==> config.mk <==
export PLATFORM = sky130hd
export DESIGN_NAME = umd_decoder
export DESIGN_NICKNAME = d
export VERILOG_FILES = /design/src/hw/umd_pkg.sv /design/src/hw/umd_decoder.sv
export VERILOG_INCLUDE_DIRS = /design/src /design/src/hw
export SDC_FILE = /design/constraint.sdc
export NUM_CORES = 1
export LEC_CHECK = 0
export BUFFER_PORTS_ARGS = -buffer_cell sky130_fd_sc_hd__buf_2
export CAP_MARGIN = 20
export CORE_AREA = 2 2 317 319
export DETAILED_ROUTE_END_ITERATION = 16
export DIE_AREA = 0 0 319 321
export PLACE_DENSITY_LB_ADDON = 0.05
export SLEW_MARGIN = 10
export SYNTH_ARGS = -nofsm -noshare
export SYNTH_HDL_FRONTEND = slang
export SYNTH_SLANG_ARGS = --single-unit
==> constraint.sdc <==
create_clock -name i_clock -period 11.4 [get_ports i_clock]
set_input_delay 2.28 -clock i_clock [delete_from_list [all_inputs] [get_ports i_clock]]
set_output_delay 2.28 -clock i_clock [all_outputs]
set_load 0.005 [all_outputs]
==> src/hw/umd_cfg.svh <==
// Purpose: Address map constants for the unified memory map decoder.
// Assumes: 24-bit byte addresses, 16-bit data.
// Notes: Bounds are inclusive byte addresses.
`ifndef UMD_CFG_SVH
`define UMD_CFG_SVH
`define UMD_AW 24
`define UMD_SEG_LSB 16
`define UMD_PAGE_LSB 14
`define UMD_PROGRAM_SRAM_LO 24'hE0_0000
`define UMD_PROGRAM_SRAM_HI 24'hE0_0FFF
`define UMD_PROGRAM_SRAM_MIR_HI 24'hE7_FFFF
`define UMD_EMULATED_PROGRAM_SRAM_LO 24'hE8_0000
`define UMD_EMULATED_PROGRAM_SRAM_HI 24'hEF_FFFF
`define UMD_PROGRAM_SRAM_MASK 24'h00_0FFF
`define UMD_FIR_LO 24'hFF_FF00
`define UMD_FLASH0_LO 24'hC0_0000
`define UMD_FLASH0_HI 24'hC2_0FFF
`define UMD_FLASH1_LO 24'hC4_0000
`define UMD_FLASH1_HI 24'hC4_7FFF
`define UMD_FLASH_RES_LO 24'hC0_F000
`define UMD_FLASH_RES_HI 24'hC0_FFFF
`define UMD_FLASH_RSV_HI 24'hDF_FFFF
`define UMD_SECT_LSB 12
`define UMD_PROG_LSB 7
`define UMD_LINE_LSB 4
`define UMD_EXT0_HI 24'h00_7FFF
`define UMD_DATA_SRAM_LO 24'h00_C800
`define UMD_DATA_SRAM_HI 24'h00_DFFF
`define UMD_EXTERNAL_FUNCTION_REGS_LO 24'h00_E000
`define UMD_EXTERNAL_FUNCTION_REGS_HI 24'h00_EFFF
`define UMD_EXTENDED_FUNCTION_REGS_LO 24'h00_F000
`define UMD_EXTENDED_FUNCTION_REGS_HI 24'h00_F1FF
`define UMD_DUAL_PORT_RAM_LO 24'h00_F600
`define UMD_DUAL_PORT_RAM_HI 24'h00_FDFF
`define UMD_DUAL_PORT_RAM_BIT_LO 24'h00_FD00
`define UMD_SFR_LO 24'h00_FE00
`define UMD_SFR_HI 24'h00_FFFF
`define UMD_SFR_BIT_LO 24'h00_FF00
`define UMD_EXTENDED_FUNCTION_REGS_BIT_LO 24'h00_F100
`define UMD_EXT1_LO 24'h01_0000
`define UMD_EXT1_HI 24'h1F_FFFF
`define UMD_CAN_LO 24'h20_0000
`define UMD_CAN_HI 24'h20_3FFF
`define UMD_SER_LO 24'h20_4000
`define UMD_SER_HI 24'h20_4FFF
`define UMD_CANA_LO 24'h20_8000
`define UMD_SERA_HI 24'h20_B7FF
`define UMD_EXTIO_LO 24'h21_0000
`define UMD_EXTIO_HI 24'h3F_FFFF
`define UMD_EXTM_LO 24'h40_0000
`define UMD_EXTM_HI 24'hBF_FFFF
`endif

==> src/hw/umd_pkg.sv <==
// Purpose: Types for the unified memory map decoder.
// Assumes: Included configuration header gives the map.
// Notes: Target codes are binary and stable.
package umd_pkg;
   typedef enum logic [3:0] {
      UMD_T_NONE = 4'b0000,
      UMD_T_FLASH0 = 4'b0001,
      UMD_T_FLASH1 = 4'b0010,
      UMD_T_PROGRAM_SRAM = 4'b0011,
      UMD_T_EMULATED_PROGRAM_SRAM = 4'b0100,
      UMD_T_DATA_SRAM = 4'b0101,
      UMD_T_DUAL_PORT_RAM = 4'b0110,
      UMD_T_SFR = 4'b0111,
      UMD_T_EXTENDED_FUNCTION_REGS = 4'b1000,
      UMD_T_EXTERNAL_FUNCTION_REGS = 4'b1001,
      UMD_T_PERIPH = 4'b1010,
      UMD_T_EXT = 4'b1011,
      UMD_T_FIR = 4'b1100,
      UMD_T_RSVD = 4'b1101
   } umd_target_e;
   typedef enum logic [1:0] {
      UMD_U_NONE = 2'b00,
      UMD_U_PMU = 2'b01,
      UMD_U_DMU = 2'b10
   } umd_unit_e;
   typedef struct packed {
      logic valid;
      logic fetch;
      logic write;
      logic word;
      logic bit_op;
      logic [23:0] addr;
      logic [15:0] wdata;
   } umd_req_s;
   typedef struct packed {
      logic valid;
      umd_target_e target;
      umd_unit_e unit;
      logic sysbus;
      logic ext_cycle;
      logic no_pipe_opt;
      logic bit_ok;
      logic wr_block;
      logic err;
      logic [23:0] local_addr;
      logic [7:0] segment;
      logic [1:0] page;
      logic [15:0] wdata;
      logic write;
      logic word;
   } umd_route_s;
   typedef struct packed {
      logic valid;
      logic [127:0] line;
      logic [7:0] par;
   } umd_fline_s;
endpackage : umd_pkg

==> src/hw/umd_decoder.sv <==
// Purpose: Routes fetch and data accesses of the linear map to targets.
// Assumes: One request per cycle per port, synchronous inputs.
// Notes: Flash lines carry parity per 16-bit group; correction when ECC is chosen.
// What this block does
// - Decode 16 Mbyte space as 256 64K segments.
// - Split each segment into four 16K pages.
// - Accept byte and word reads and writes.
// - Flag bit addressable DUAL_PORT_RAM and register spans.
// - Internal data memories and registers sit in segment 0.
// - Fetches go through program management unit.
// - Data transfers go through data management unit.
// - System bus carries both directions concurrently.
// - Reserved areas in segment 0 and the flash top sector reserved, or external when present; gaps above segment 0 decode as SFR.
// - Program SRAM at E00000, write protectable region.
// - Data SRAM at 00C800 to 00DFFF.
// - Dual-port RAM at 00F600 with register banks.
// - A 4K and a 512 byte word-wide register space.
// - Flash 4K sectors, protectable in flash 0 only, 128 byte programming.
// - Top sector of flash segment 0 reserved when HAS_EXT_BUS is clear, external when it is set.
// - Flash read protection with password unlock.
// - Flash read 128 bits, modules in parallel.
// - Parity detects single errors, blocks use.
// - ECC flips bit 0 of a single failing 16-bit group before delivery.
// - External IO region disables pipeline optimisations.
// - Serial and CAN ranges via peripheral bus.
`timescale 1ns/1ps
`default_nettype none
`include "umd_cfg.svh"
module umd_decoder
   import umd_pkg::*;
#(
   parameter bit HAS_EXT_BUS = 1'b0,
   parameter int PROGRAM_SRAM_PROT_W = 12
)
(
   // Clock and reset.
   input wire logic i_clock,
   input wire logic i_sys_rst,
   // Requests from the core.
   input wire umd_req_s i_fetch_req,
   input wire umd_req_s i_data_req,
   // Protection and mode controls.
   input wire logic [PROGRAM_SRAM_PROT_W-1:0] i_program_sram_prot_limit,
   input wire logic i_flash_rd_prot,
   input wire logic i_flash_unlocked,
   input wire logic [39:0] i_flash_sect_wp,
   input wire logic i_parity_en,
   input wire logic i_ecc_en,
   // Flash line returns from the two modules.
   input wire umd_fline_s i_flash0_line,
   input wire umd_fline_s i_flash1_line,
   // Routed requests.
   output umd_route_s o_fetch_route,
   output umd_route_s o_data_route,
   // Delivered flash lines.
   output logic o_flash0_valid,
   output logic [127:0] o_flash0_line,
   output logic o_flash0_err,
   output logic o_flash1_valid,
   output logic [127:0] o_flash1_line,
   output logic o_flash1_err
);
   // -------------------------------------------------------------
   // Address decode
   // -------------------------------------------------------------
   // Fixed-priority decode of one address; first match wins.
   function automatic umd_target_e decode(input logic [23:0] a);
      umd_target_e t;
      t = UMD_T_RSVD;
      if (a >= `UMD_FIR_LO) t = UMD_T_FIR;
      else if (a >= `UMD_EMULATED_PROGRAM_SRAM_LO && a <= `UMD_EMULATED_PROGRAM_SRAM_HI)
         t = UMD_T_EMULATED_PROGRAM_SRAM;
      else if (a >= `UMD_PROGRAM_SRAM_LO && a <= `UMD_PROGRAM_SRAM_MIR_HI)
         t = UMD_T_PROGRAM_SRAM;
      else if (a >= `UMD_FLASH_RES_LO && a <= `UMD_FLASH_RES_HI)
         t = UMD_T_RSVD;
      else if (a >= `UMD_FLASH0_LO && a <= `UMD_FLASH0_HI)
         t = UMD_T_FLASH0;
      else if (a >= `UMD_FLASH1_LO && a <= `UMD_FLASH1_HI)
         t = UMD_T_FLASH1;
      else if (a >= `UMD_EXTM_LO && a <= `UMD_EXTM_HI) t = UMD_T_EXT;
      else if (a >= `UMD_EXTIO_LO && a <= `UMD_EXTIO_HI) t = UMD_T_EXT;
      else if (a >= `UMD_CAN_LO && a <= `UMD_SER_HI)
         t = UMD_T_PERIPH;
      else if (a >= `UMD_CANA_LO && a <= `UMD_SERA_HI) t = UMD_T_PERIPH;
      else if (a >= `UMD_EXT1_LO && a <= `UMD_EXT1_HI) t = UMD_T_EXT;
      else if (a >= `UMD_SFR_LO) t = UMD_T_SFR;
      else if (a >= `UMD_DUAL_PORT_RAM_LO && a <= `UMD_DUAL_PORT_RAM_HI)
         t = UMD_T_DUAL_PORT_RAM;
      else if (a >= `UMD_EXTENDED_FUNCTION_REGS_LO && a <= `UMD_EXTENDED_FUNCTION_REGS_HI) t = UMD_T_EXTENDED_FUNCTION_REGS;
      else if (a >= `UMD_EXTERNAL_FUNCTION_REGS_LO && a <= `UMD_EXTERNAL_FUNCTION_REGS_HI) t = UMD_T_EXTERNAL_FUNCTION_REGS;
      else if (a >= `UMD_DATA_SRAM_LO && a <= `UMD_DATA_SRAM_HI)
         t = UMD_T_DATA_SRAM;
      else if (a <= `UMD_EXT0_HI) t = UMD_T_EXT;
      return t;
   endfunction : decode

   // Builds the full route for one request.
   function automatic umd_route_s route(input umd_req_s r,
      input logic [PROGRAM_SRAM_PROT_W-1:0] lim, input logic rdp,
      input logic unl, input logic [39:0] wp);
      umd_route_s o;
      umd_target_e t;
      logic [23:0] off;
      logic [11:0] sect;
      o = '0;
      t = decode(r.addr);
      o.valid = r.valid;
      o.write = r.write;
      o.word = r.word;
      o.wdata = r.wdata;
      o.segment = r.addr[`UMD_AW-1:`UMD_SEG_LSB];
      o.page = r.addr[`UMD_SEG_LSB-1:`UMD_PAGE_LSB];
      o.local_addr = r.addr;
      // Mirrors fold onto the single physical RAM.
      if (t == UMD_T_PROGRAM_SRAM || t == UMD_T_EMULATED_PROGRAM_SRAM)
         o.local_addr = r.addr & `UMD_PROGRAM_SRAM_MASK;
      // Unit ownership: fetch side versus data side.
      case (t)
         UMD_T_FLASH0, UMD_T_FLASH1, UMD_T_PROGRAM_SRAM, UMD_T_EMULATED_PROGRAM_SRAM:
            o.unit = UMD_U_PMU;
         UMD_T_NONE, UMD_T_RSVD: o.unit = UMD_U_NONE;
         default: o.unit = UMD_U_DMU;
      endcase
      // Cross traffic between the units uses the system bus.
      o.sysbus = r.valid && ((r.fetch && o.unit == UMD_U_DMU) ||
         (!r.fetch && o.unit == UMD_U_PMU) || t == UMD_T_PERIPH ||
         t == UMD_T_EXT);
      // Reserved areas go external when a bus exists.
      if (t == UMD_T_RSVD && HAS_EXT_BUS)
      begin
         t = UMD_T_EXT;
         o.unit = UMD_U_DMU;
         o.sysbus = r.valid;
      end
      o.target = t;
      o.ext_cycle = (t == UMD_T_EXT);
      o.no_pipe_opt = r.addr >= `UMD_EXTIO_LO &&
         r.addr <= `UMD_EXTIO_HI;
      // Bit addressing spans in segment 0.
      o.bit_ok = (t == UMD_T_DUAL_PORT_RAM && r.addr >= `UMD_DUAL_PORT_RAM_BIT_LO) ||
         (t == UMD_T_SFR && r.addr >= `UMD_SFR_BIT_LO) ||
         (t == UMD_T_EXTENDED_FUNCTION_REGS && r.addr >= `UMD_EXTENDED_FUNCTION_REGS_BIT_LO);
      // Word registers refuse byte-wide bit ops outside the bit span.
      // Write protection of program SRAM low region and flash 0 sectors.
      off = r.addr & `UMD_PROGRAM_SRAM_MASK;
      // Full-width index so a far sector never aliases onto a low one.
      sect = r.addr[`UMD_AW-1:`UMD_SECT_LSB] -
         12'(`UMD_FLASH0_LO >> `UMD_SECT_LSB);
      o.wr_block = 1'b0;
      if (r.write && (t == UMD_T_PROGRAM_SRAM || t == UMD_T_EMULATED_PROGRAM_SRAM) &&
         off[PROGRAM_SRAM_PROT_W-1:0] < lim)
         o.wr_block = 1'b1;
      if (r.write && (t == UMD_T_FLASH0 || t == UMD_T_FLASH1) &&
         sect < 12'd40 && wp[sect[5:0]])
         o.wr_block = 1'b1;
      // Read protection until the password sequence has unlocked.
      o.err = r.valid && (t == UMD_T_RSVD || o.wr_block ||
         (r.bit_op && !o.bit_ok) ||
         (!r.write && !r.fetch && rdp && !unl &&
         (t == UMD_T_FLASH0 || t == UMD_T_FLASH1)));
      if (o.err)
         o.valid = 1'b0;
      return o;
   endfunction : route

   // -------------------------------------------------------------
   // Registered routing, fetch and data ports in parallel
   // -------------------------------------------------------------
   umd_route_s next_fetch_route;
   umd_route_s next_data_route;
   always_comb
   begin
      next_fetch_route = route(i_fetch_req, i_program_sram_prot_limit,
         i_flash_rd_prot, i_flash_unlocked, i_flash_sect_wp);
      next_data_route = route(i_data_req, i_program_sram_prot_limit,
         i_flash_rd_prot, i_flash_unlocked, i_flash_sect_wp);
   end

   // Both ports register every cycle; no port stalls the other.
   always_ff @(posedge i_clock)
   begin
      if (i_sys_rst)
      begin
         o_fetch_route <= '0;
         o_data_route <= '0;
      end
      else
      begin
         o_fetch_route <= next_fetch_route;
         o_data_route <= next_data_route;
      end
   end

   // -------------------------------------------------------------
   // Flash line protection
   // -------------------------------------------------------------
   // 16-bit group parity check; with ECC a single bad group parity is taken
   // as a flip of the lowest bit of that failing group.
   function automatic logic [8:0] chk(input umd_fline_s l,
      input logic pen, input logic een);
      logic [7:0] bad;
      logic [8:0] res;
      bad = '0;
      res = '0;
      for (int i = 0; i < 8; i++)
         bad[i] = ^{l.line[i*16 +: 16], l.par[i]};
      if (een)
         res[8] = $countones(bad) > 1;
      else if (pen)
         res[8] = |bad;
      res[7:0] = bad;
      return res;
   endfunction : chk

   umd_fline_s fl [2];
   logic [127:0] next_line [2];
   logic [1:0] next_err;
   always_comb
   begin
      fl[0] = i_flash0_line;
      fl[1] = i_flash1_line;
      for (int m = 0; m < 2; m++)
      begin
         logic [8:0] c;
         c = chk(fl[m], i_parity_en, i_ecc_en);
         next_line[m] = fl[m].line;
         next_err[m] = c[8];
         // Correct the lowest bit of the single failing group.
         if (i_ecc_en && $countones(c[7:0]) == 1)
            for (int g = 0; g < 8; g++)
               if (c[g])
                  next_line[m][g*16] = ~fl[m].line[g*16];
         if (next_err[m])
            next_line[m] = '0;
      end
   end

   // Each module returns its 128-bit line independently.
   always_ff @(posedge i_clock)
   begin
      if (i_sys_rst)
      begin
         o_flash0_valid <= 1'b0;
         o_flash1_valid <= 1'b0;
         o_flash0_line <= '0;
         o_flash1_line <= '0;
         o_flash0_err <= 1'b0;
         o_flash1_err <= 1'b0;
      end
      else
      begin
         o_flash0_valid <= i_flash0_line.valid;
         o_flash1_valid <= i_flash1_line.valid;
         o_flash0_line <= next_line[0];
         o_flash1_line <= next_line[1];
         o_flash0_err <= i_flash0_line.valid && next_err[0];
         o_flash1_err <= i_flash1_line.valid && next_err[1];
      end
   end
endmodule : umd_decoder
`default_nettype wire

==> flow_summary.json <==
{
  "synth_cell_types": 72,
  "wl_per_cell_um": 20.7,
  "worstPathMaxFanout": 78,
  "clockRootBuffer": "clkbuf_16",
  "viasPerCell": 3.64,
  "endpoint_kind": "flop",
  "port_buffers": 811,
  "die_area_um2": 102000,
  "slew_viol_final": 0,
  "netlist_area_um2": 15700,
  "ioPinCount": 812,
  "drt_iter0_markers": 388,
  "startpoint_type": "primary input",
  "critPathKind": "primary input to flop",
  "syn_area_per_cell_um2": 10.9,
  "num_vias": 13098,
  "place.gp.congestion": 0.788,
  "grt_pass1_wl_mm": 103,
  "synthesis.nets": 1903,
  "irDropWorstVdd_uv": 199,
  "drive_gt1_frac": 0.404,
  "syn_inst": 1443,
  "rows": 116,
  "fmax_mhz": 132,
  "antenna_found_initial": 46,
  "status": "complete, no violations",
  "hold_viol": 0,
  "period_needed_ns": 7.58,
  "synth.area.top_cells": "dfxtp_1 50%, and2_1 11%, xnor2_1 11%, nor2b_1 3.6%, xor2_1 3.0%",
  "ys.flop_type": "dfxtp_1",
  "num-nets-final": 2711,
  "placed_area_um2": 21100,
  "crit_required_ns": 11.96,
  "arrival_ns": 8.15,
  "wl_mm": 74.5,
  "p_per_area_nw_per_um2": 244,
  "hold_path_class": "primary input to flop",
  "synth_seq_cells": 390,
  "finalSetupViolCount": 0,
  "cts_setup_buffers": 0,
  "seq_area_frac_synth": 0.498,
  "cts_resized": 0,
  "synthMostInstantiatedCell": "dfxtp_1",
  "syn2layout_area_growth_pct": 45.5,
  "yosys_warnings": 0,
  "numClockSinks": 390,
  "synth_top_area_share": 0.498,
  "track_usage": 0.141,
  "htreeDepth": 2,
  "tritoncts": "built",
  "rsz0062_at_grt": "false",
  "post-dp-hpwl_mm": 61.6,
  "grt_max_degree": 95,
  "die-width_um": 319,
  "cts_hold_buf": 0,
  "p_leak_nw": 10.8,
  "cts_buffers": 51,
  "tightest_slew_ns": 0.972,
  "max_slew_margin": 0.351,
  "start_util": 0.158,
  "final_cell_area_um2": 22800,
  "synth_edf_count": 0,
  "route.detailed.drc": 0,
  "yosys.area.top_type": "dfxtp_1",
  "period_share": 0.665,
  "clockBufferDepth": 3,
  "tns_ns": 0,
  "synth_commonest_cells": "390 x dfxtp_1, 278 x and2_1, 198 x xnor2_1, 90 x nor2b_1, 53 x xor2_1",
  "die_y_um": 321,
  "grt_overflow": 0,
  "final_antenna_net_count": 0,
  "async_reset_ff_frac": 0,
  "core_region_area_um2": 99300,
  "firstDrtPassIters": 4,
  "max_cap_violations": 0,
  "clk_pin_slew_ns": 0.06,
  "grt_pass1_vias": 13744
}
==> state kept, by name, summed over array words and instances, names as in the netlist <==
signal and count:
o_data_route 65, o_fetch_route 65, o_flash0_err 1, o_flash0_line 128
o_flash0_valid 1, o_flash1_err 1, o_flash1_line 128, o_flash1_valid 1
==> power by group <==
group	internal (W)	switching, W
sequential	0.00161	0.0000406
combinational	0.00102	0.00128
clock	0.000941	0.000670
total	0.00357	0.00199
==> cell usage in the layout, fill, tap and decap left out, types with 7 or more instances in the layout <==
cell type	netlist	routed
a21o_1	7	7
a21oi_1	21	21
and2_1	278	278
buf_2	32	810
clkbuf_1	21	14
clkbuf_16	0	52
clkbuf_8	0	12
clkinv_2	0	12
dfxtp_1	390	390
diode_2	0	11
fa_1	8	8
ha_1	30	30
inv_1	35	35
mux4_2	16	16
nand2_1	22	22
nand3_1	14	14
nand4_1	9	9
nor2_1	51	51
nor2b_1	90	88
nor3_1	24	24
o21ai_0	15	15
xnor2_1	198	198
xnor3_1	12	12
xor2_1	53	53
==> through the flow <==
stage,utilization,hold WS [ns],instances,power (W),setup slack (ns)
4_1_cts,0.229,1.78,3590,0.00575,3.71
6_report,0.230,1.86,3601,0.00556,3.82
3_5_place_dp,0.213,2.49,3496,0.00407,3.03
2_1_floorplan,-,2.36,1443,0.00327,4.98
3_3_place_gp,0.213,2.49,3496,0.00406,3.07
5_1_grt,0.230,1.81,3597,0.00605,3.37
==> per-layer routing <==
metal / up-vias / global-route usage / wire length, um / share of wire
met3: 152 / 0.0596 / 6810 / 0.091
met2: 538 / 0.264 / 39300 / 0.53
met5: - / 0 / 235 / 0.0032
li1: 6325 / - / - / -
met4: 38 / 0.0418 / 2080 / 0.028
met1: 6045 / 0.140 / 26100 / 0.35
==> layout make-up <==
cell class	instances	area, um^2
Fill cell	10979	76500
Sequential cell	390	7810
Multi-Input combinational cell	959	7450
Timing Repair Buffer	814	4080
Tap cell	1298	1620
Clock buffer	78	1520
Clock inverter	16	148
Inverter	35	131
Antenna cell	11	27.5
==> cell families after synthesis <==
logic type | share of synthesized area
buffers and inverters | 0.0268
AO/OA/AOI/OAI | 0.0427
AND/OR/NAND/NOR | 0.203
adder cells (fa/ha/maj) | 0.0342
multiplexers | 0.0371
XOR/XNOR | 0.158
flip-flops | 0.498
==> worst max-delay path, cell delays in order <==
cell and delay, ns:
buf_2 0.11, xnor2_1 0.31, xnor2_1 0.19, xnor3_1 0.39, xnor2_1 0.38, inv_1 0.11, fa_1 0.47, fa_1 0.55
fa_1 0.43, ha_1 0.23, fa_1 0.38, o21ai_0 0.14, and3b_1 0.19, nor2_1 0.05, o41ai_2 0.07, nor2b_4 0.85
buf_4 0.68, and2_1 0.22
==> path summary, 6_finish.rpt <==
kind               from                 to  slack, ns  cells after the start
max   i_flash0_line[59]  o_flash0_line[70]       3.82                     18
min      i_fetch_req[7]   o_fetch_route[9]       1.86                      2
(Power assumes the default switching activity.)
